### src/fle_pkg.sv
// package: opcodes, flag positions, pointer selects and cycle counts
// Contract
// - set half carry: h=1, one cycle
// - clear half carry: h=0, one cycle
// - set overflow: v=1, one cycle
// - bit store copies register bit to t
// - pre-decrement load: ptr-1, then read, two cycles
// - post-increment load: read, then ptr+1, two cycles
// - displacement load reads ptr+q, pointer kept
package fle_pkg;
    // status flag bit positions
    localparam int FLAG_C = 0;
    localparam int FLAG_Z = 1;
    localparam int FLAG_N = 2;
    localparam int FLAG_V = 3;
    localparam int FLAG_S = 4;
    localparam int FLAG_H = 5;
    localparam int FLAG_T = 6;
    localparam int FLAG_I = 7;
    localparam logic [7:0] FLAGS_RESET = 8'h00;
    // operation codes presented by the decode path
    typedef enum logic [2:0] {
        OP_NONE = 3'b000,
        OP_SET_HALF_CARRY = 3'b001,
        OP_CLEAR_HALF_CARRY = 3'b010,
        OP_SET_OVERFLOW = 3'b011,
        OP_BIT_TO_TRANSFER = 3'b100,
        OP_LOAD_PLAIN = 3'b101,
        OP_LOAD_POST_INC = 3'b110,
        OP_LOAD_PRE_DEC = 3'b111
    } fle_op_t;
    // displacement load is plain load with q != 0; kept as one code
    // pointer selects
    localparam logic [1:0] PTR_X = 2'h0;
    localparam logic [1:0] PTR_Y = 2'h1;
    localparam logic [1:0] PTR_Z = 2'h2;
    localparam logic [15:0] PTR_RESET = 16'h0000;
    // cycle counts
    localparam int FLAG_OP_CYCLES = 1;
    localparam int LOAD_CYCLES = 2;
endpackage : fle_pkg

### src/fle_ptr_bank.sv
// pointer register bank: three 16-bit pointers with one write port
`timescale 1ns/1ps
module fle_ptr_bank #(
    parameter int PW = 16
) (
    // clock and reset
    input wire logic clk,
    input wire logic rst,
    // read select and data, registered
    input wire logic [1:0] rd_sel,
    output logic [PW-1:0] rd_data,
    // write port
    input wire logic wr_en,
    input wire logic [1:0] wr_sel,
    input wire logic [PW-1:0] wr_data
);
    logic [PW-1:0] ptr_q [3];
    logic [PW-1:0] rd_q;

    // one update per pointer, reset to zero
    for (genvar i = 0; i < 3; i++) begin : g_ptr
        always_ff @(posedge clk)
        begin
            if (rst)
                ptr_q[i] <= fle_pkg::PTR_RESET;
            else if (wr_en && wr_sel == 2'(i))
                ptr_q[i] <= wr_data;
        end
    end

    // registered read; write bypass keeps the new value visible
    always_ff @(posedge clk)
    begin
        if (rst)
            rd_q <= fle_pkg::PTR_RESET;
        else if (wr_en && wr_sel == rd_sel)
            rd_q <= wr_data;
        else
            rd_q <= (rd_sel < 2'h3) ? ptr_q[rd_sel] : fle_pkg::PTR_RESET;
    end
    assign rd_data = rd_q;
endmodule : fle_ptr_bank

### src/fle_exec.sv
// execution unit for flag set/clear, bit store and indirect loads
`timescale 1ns/1ps
module fle_exec #(
    parameter int PW = 16
) (
    // clock and reset
    input wire logic clk,
    input wire logic rst,
    // decoded instruction
    input wire logic op_valid,
    input wire fle_pkg::fle_op_t op_code,
    input wire logic [4:0] op_dst,
    input wire logic [2:0] op_bit,
    input wire logic [7:0] op_src_data,
    input wire logic [1:0] op_ptr,
    input wire logic [5:0] op_disp,
    output logic op_ready,
    // data memory read
    output logic mem_rd_en,
    output logic [PW-1:0] mem_addr,
    input wire logic [7:0] mem_rd_data,
    // register file write
    output logic rf_wr_en,
    output logic [4:0] rf_wr_addr,
    output logic [7:0] rf_wr_data,
    // status flags
    output logic [7:0] status_flags_register
);
    typedef enum logic [1:0] {
        ST_IDLE = 2'b00,
        ST_ADDR = 2'b01,
        ST_DATA = 2'b10
    } fle_state_t;

    fle_state_t state_q, state_d;
    logic [7:0] flags_q, flags_d;
    logic mem_rd_q, rf_wr_q, ready_q;
    logic [PW-1:0] addr_q;
    logic [4:0] dst_q, rfa_q;
    logic [7:0] rfd_q;
    logic [1:0] sel_q;
    logic [5:0] disp_q;
    fle_pkg::fle_op_t code_q;
    logic [PW-1:0] ptr_val;
    logic ptr_wr;
    logic [PW-1:0] ptr_new;
    logic [PW-1:0] eff_addr;
    logic take;
    logic is_load;
    logic [1:0] ptr_rd_sel;

    // read the requested pointer on acceptance, the captured one after
    assign ptr_rd_sel = take ? op_ptr : sel_q;

    fle_ptr_bank #(.PW(PW)) fle_ptr_bank_i (
        .clk(clk),
        .rst(rst),
        .rd_sel(ptr_rd_sel),
        .rd_data(ptr_val),
        .wr_en(ptr_wr),
        .wr_sel(sel_q),
        .wr_data(ptr_new)
    );

    // decode of the incoming request
    assign take = op_valid && state_q == ST_IDLE;
    assign is_load = op_code == fle_pkg::OP_LOAD_PLAIN
        || op_code == fle_pkg::OP_LOAD_POST_INC
        || op_code == fle_pkg::OP_LOAD_PRE_DEC;

    // address: pre-decrement or pointer plus q
    assign eff_addr = (code_q == fle_pkg::OP_LOAD_PRE_DEC)
        ? PW'(ptr_val - 1'b1)
        : PW'(ptr_val + {{(PW-6){1'b0}}, disp_q});
    assign ptr_new = (code_q == fle_pkg::OP_LOAD_PRE_DEC)
        ? PW'(ptr_val - 1'b1) : PW'(ptr_val + 1'b1);
    // pointer written back during the address cycle
    assign ptr_wr = state_q == ST_ADDR
        && (code_q == fle_pkg::OP_LOAD_PRE_DEC
        || code_q == fle_pkg::OP_LOAD_POST_INC);

    // flag and next-state logic
    always_comb
    begin
        flags_d = flags_q;
        state_d = state_q;
        unique case (state_q)
            ST_IDLE:
            begin
                if (take)
                begin
                    unique case (op_code)
                        fle_pkg::OP_SET_HALF_CARRY:
                            flags_d[fle_pkg::FLAG_H] = 1'b1;
                        fle_pkg::OP_CLEAR_HALF_CARRY:
                            flags_d[fle_pkg::FLAG_H] = 1'b0;
                        fle_pkg::OP_SET_OVERFLOW:
                            flags_d[fle_pkg::FLAG_V] = 1'b1;
                        fle_pkg::OP_BIT_TO_TRANSFER:
                            flags_d[fle_pkg::FLAG_T] = op_src_data[op_bit];
                        fle_pkg::OP_LOAD_PLAIN,
                        fle_pkg::OP_LOAD_POST_INC,
                        fle_pkg::OP_LOAD_PRE_DEC:
                            state_d = ST_ADDR;
                        fle_pkg::OP_NONE:
                            state_d = ST_IDLE;
                    endcase
                end
            end
            ST_ADDR: state_d = ST_DATA;
            ST_DATA: state_d = ST_IDLE;
            default: state_d = ST_IDLE;
        endcase
    end

    // state and flags; loads never touch flags
    always_ff @(posedge clk)
    begin
        if (rst)
        begin
            state_q <= ST_IDLE;
            flags_q <= fle_pkg::FLAGS_RESET;
        end
        else
        begin
            state_q <= state_d;
            flags_q <= flags_d;
        end
    end

    // capture of load operands on acceptance
    always_ff @(posedge clk)
    begin
        if (rst)
        begin
            code_q <= fle_pkg::OP_NONE;
            sel_q <= fle_pkg::PTR_X;
            dst_q <= 5'h00;
            disp_q <= 6'h00;
        end
        else if (take && is_load)
        begin
            code_q <= op_code;
            sel_q <= op_ptr;
            dst_q <= op_dst;
            // post-inc and pre-dec carry no displacement
            disp_q <= (op_code == fle_pkg::OP_LOAD_PLAIN) ? op_disp : 6'h00;
        end
    end

    // memory request in the data cycle, write-back in the idle cycle after it
    always_ff @(posedge clk)
    begin
        if (rst)
        begin
            mem_rd_q <= 1'b0;
            addr_q <= fle_pkg::PTR_RESET;
            rf_wr_q <= 1'b0;
            rfa_q <= 5'h00;
            rfd_q <= 8'h00;
            ready_q <= 1'b1;
        end
        else
        begin
            mem_rd_q <= state_q == ST_ADDR;
            if (state_q == ST_ADDR)
                addr_q <= eff_addr;
            rf_wr_q <= state_q == ST_DATA;
            rfa_q <= dst_q;
            rfd_q <= mem_rd_data;
            ready_q <= state_d == ST_IDLE;
        end
    end

    assign op_ready = ready_q;
    assign mem_rd_en = mem_rd_q;
    assign mem_addr = addr_q;
    assign rf_wr_en = rf_wr_q;
    assign rf_wr_addr = rfa_q;
    assign rf_wr_data = rfd_q;
    assign status_flags_register = flags_q;

    // flag ops change exactly one bit in one cycle
    property p_half_set;
        @(posedge clk) disable iff (rst)
        take && op_code == fle_pkg::OP_SET_HALF_CARRY |=>
            flags_q[fle_pkg::FLAG_H] && flags_q[4:0] == $past(flags_q[4:0])
            && flags_q[7:6] == $past(flags_q[7:6]);
    endproperty
    a_half_set: assert property (p_half_set) else $error("h not set");
    property p_half_clr;
        @(posedge clk) disable iff (rst)
        take && op_code == fle_pkg::OP_CLEAR_HALF_CARRY |=>
            !flags_q[fle_pkg::FLAG_H] && flags_q[7:6] == $past(flags_q[7:6])
            && flags_q[4:0] == $past(flags_q[4:0]);
    endproperty
    a_half_clr: assert property (p_half_clr) else $error("h not clr");
    property p_ovf_set;
        @(posedge clk) disable iff (rst)
        take && op_code == fle_pkg::OP_SET_OVERFLOW |=>
            flags_q[fle_pkg::FLAG_V] && flags_q[7:4] == $past(flags_q[7:4])
            && flags_q[2:0] == $past(flags_q[2:0]);
    endproperty
    a_ovf_set: assert property (p_ovf_set) else $error("v not set");
    property p_bst;
        @(posedge clk) disable iff (rst)
        take && op_code == fle_pkg::OP_BIT_TO_TRANSFER |=>
            flags_q[fle_pkg::FLAG_T] == $past(op_src_data[op_bit])
            && flags_q[5:0] == $past(flags_q[5:0])
            && flags_q[7] == $past(flags_q[7]);
    endproperty
    a_bst: assert property (p_bst) else $error("t not copied");
    property p_load_len;
        @(posedge clk) disable iff (rst)
        take && is_load |=> state_q == ST_ADDR ##1 state_q == ST_DATA
            ##1 state_q == ST_IDLE && rf_wr_en;
    endproperty
    a_load_len: assert property (p_load_len) else $error("load length");
    property p_load_flags;
        @(posedge clk) disable iff (rst)
        state_q != ST_IDLE |=> $stable(flags_q);
    endproperty
    a_load_flags: assert property (p_load_flags) else $error("flags moved");
    property p_disp;
        @(posedge clk) disable iff (rst)
        state_q == ST_ADDR && code_q == fle_pkg::OP_LOAD_PLAIN |=>
            mem_addr == PW'($past(ptr_val) + {{(PW-6){1'b0}}, $past(disp_q)});
    endproperty
    a_disp: assert property (p_disp) else $error("bad disp addr");
    property p_wrap;
        @(posedge clk) disable iff (rst)
        ptr_wr && code_q == fle_pkg::OP_LOAD_POST_INC && ptr_val == '1
            |-> ptr_new == '0;
    endproperty
    a_wrap: assert property (p_wrap) else $error("no wrap");
endmodule : fle_exec

### config.mk
export PLATFORM = sky130hd
export DESIGN_NAME = fle_exec
export DESIGN_NICKNAME = d
export VERILOG_FILES = /design/src/fle_pkg.sv /design/src/fle_ptr_bank.sv /design/src/fle_exec.sv
export SDC_FILE = /design/constraint.sdc
export NUM_CORES = 1
export LEC_CHECK = 0
export BUFFER_PORTS_ARGS = -buffer_cell sky130_fd_sc_hd__buf_2
export CAP_MARGIN = 20
export CORE_UTILIZATION = 30
export DETAILED_ROUTE_END_ITERATION = 12
export GPL_TIMING_DRIVEN = 0
export SLEW_MARGIN = 0
export SYNTH_ARGS = -nofsm -noshare
export SYNTH_HDL_FRONTEND = slang
export SYNTH_HIERARCHICAL = 1
export SYNTH_SLANG_ARGS = --single-unit
### constraint.sdc
create_clock -name clk -period 3.8 [get_ports clk]
set_input_delay 0.19 -clock clk [delete_from_list [all_inputs] [get_ports clk]]
set_output_delay 0.19 -clock clk [all_outputs]
set_load 0.05 [all_outputs]
==> run summary <==
PwrDens: 479 nW/um^2
Top-level port count: 78
P&R area growth vs syn: 24.1%
Root Driver: clkbuf_16
Number of setup buffers added after CTS: 0
TNS Setup: 0 ns
Pins Over Slew Limit: 0
Combinational power share: 0.104
RSZ-0062 raised after global routing: false
Cell variety after synth: 60
Clock transition at path regs: 0.06 ns
WHS: 0.00830 ns
Syn_area_per_cell: 10.1 um^2
Setup WS pre-CTS: 0.598 ns
Routed WL per cell: 15.0 um
Clk_lat worst skew: 0.41 ns
# hold bufs at CTS: 7
Slew headroom: 0.378
CTS resizes: 0
Initial Utilization: 0.310
Worst Setup Slack, final: 0.847 ns
CP startpoint kind: flop
Synth Register Bits: 116
Final net count: 712
CP Data Arrival Time: 3.30 ns
Crit path capture type: flop
Worst Clk Skew: 0.00943 ns
Leak pwr: 2.79 nW
CTS Buffer Depth: 2
Multi-input logic area: 2650 um^2
Worst-margin pin slew: 0.932 ns
Peak VDD IR: 0.222 mV
DPL Wire Length: 9700 um
CTS Buf Count: 17
PortBufs: 72
Via count: 4,440
Syn Inst Count: 562
Seq pwr share: 0.409
CP Data Required Time: 4.14 ns
Switching Share: 0.250
Antenna-violating nets left: 0
Initial antenna violation count: 0
Asr flop ratio synth: 0
Most common cell after layout, fill and taps aside: buf_2
Post-Route WL: 13,600 um
Final Critical Period: 2.95 ns
Largest net degree at the start of global routing: 17
Vias in the first global route: 4,304
Clock Sinks: 116
Power share of the clock group: 0.487
Sequential fraction of the synthesis area: 0.496
Final hold vios: 0
Vias per inst: 4.90
Hold Crit Class: in -> reg
Die height: 139 um
P_int: 2.52 mW
CTS tree: done
Peak Freq: 0.339 GHz
Die X: 139 um
Final-report setup violation count: 0
Final period util: 0.777
# fillers: 1,779
GRT Total Usage: 0.148
H-tree Lvls: 4
CORE AREA: 18,200 um^2
First-pass GRT wire length: 22,500 um
Pre-Repair DR Iteration Count: 5
Post-Syn Area: 5650 um^2
Share of layout cells above drive strength 1: 0.204
Sw power: 0.841 mW
Max cap viols: 0
N_diodes: 0
DR DRC count: 0
FF/Latch Area: 2800 um^2
CP Class: reg -> reg
Synth Flop Type: dfxtp_1
Most frequent cells in the layout: buf_2, dfxtp_1, nand2_1
Number of cell rows: 49
RePlAce Congestion: 0.853
Iteration-0 DRC Markers: 263
Post-synth EDFFs: 48
Overflow after GRT: 0
CP Max Fanout: 10
Die footprint: 19,400 um^2
Syn. warnings: 6
Status: finished clean
[synth_stat cells, types with 14 or more instances]
cell      count  area, um^2
mux2i_1      17         170
o21ai_0      35         175
a32o_1       21         210
xor2_1       14         123
clkbuf_1     21        78.8
and2_1       49         307
nor2_1       30         113
nand2_1      60         225
a21oi_1      19        95.1
nor2b_1      22         138
dfxtp_1      68        1360
edfxtp_1     48        1440
[stage by stage]
step                utilization  cell area [um^2]  cells  power, mW
finish                    0.385              7020    907       3.36
global route              0.385              7020    907       3.48
CTS                       0.385              7010    906       3.38
detailed placement        0.347              6320    867       1.74
global placement          0.347              6310    867       1.74
floorplan                     -              5670    566       1.64
[power by group through the flow]
| stage | logic (mW) | registers, mW | clock network (mW) |
|---|---|---|---|
| floorplan | 0.205 | 1.43 | 0 |
| finish | 0.349 | 1.37 | 1.64 |
| global route | 0.381 | 1.38 | 1.72 |
| detailed placement | 0.341 | 1.40 | 0 |
| global placement | 0.339 | 1.40 | 0 |
| CTS | 0.349 | 1.37 | 1.66 |
[layer usage]
layer	wire, um	part of all wire	vias to the layer above	GRT usage
li1	-	-	2246	-
met1	6710	0.49	2095	0.199
met2	6330	0.46	90	0.236
met3	472	0.035	9	0.0330
met4	113	0.0083	0	0.0421
met5	0	0	-	0
[sequential cells by signal, summed over array words and instances, names as in the netlist, 3 cells and up]
register                flops
rf_wr_data                  8
fle_ptr_bank_i/ptr_q       48
rf_wr_addr                  5
mem_addr                   16
disp_q                      6
fle_ptr_bank_i/rd_data     16
dst_q                       5
status_flags_register       3
code_q                      3
[worst max-delay path, stage by stage (launching register included)]
cell and delay [ns]:
dfxtp_1 0.33, nor3b_1 0.70, mux2_2 0.44, buf_2 0.24
xor2_1 0.23, nor4_2 0.45, buf_2 0.32, a32o_1 0.16
[worst paths after layout]
check / depth (start not counted) / to / from / slack [ns]
worst max register to register: 7 / fle_ptr_bank_i/rd_data[7] / state_q[0] / 0.85
worst min-delay path: 2 / rf_wr_data[7] / mem_rd_data[7] / 0.008
worst min register to register: 2 / dst_q[4] / dst_q[4] / 0.45
worst max-delay path: 7 / fle_ptr_bank_i/rd_data[7] / state_q[0] / 0.85
[cells by family (layout without fill, tap and decap cells)]
family	Yosys count	in the layout	share of synthesized area
and+or+nand+nor	225	225	0.217
other	1	5	0.000663
DFF	116	116	0.496
xor gates and xnor gates	27	27	0.0418
buffers and inverters	45	157	0.0390
adders and majority gates	9	9	0.0212
AOI/OAI and AO/OA	118	118	0.143
muxes	21	21	0.0421
[cell type report]
| type | count | share of cell area |
|---|---|---|
| inverter | 8 | 0.00428 |
| sequential | 116 | 0.399 |
| clock buffer | 19 | 0.0677 |
| tap | 229 | 0.0408 |
| buffer | 37 | 0.0271 |
| multi-input combinational | 405 | 0.378 |
| timing repair buffer | 80 | 0.0620 |
| clock inverter | 13 | 0.0207 |
(Power assumes the default switching activity.)
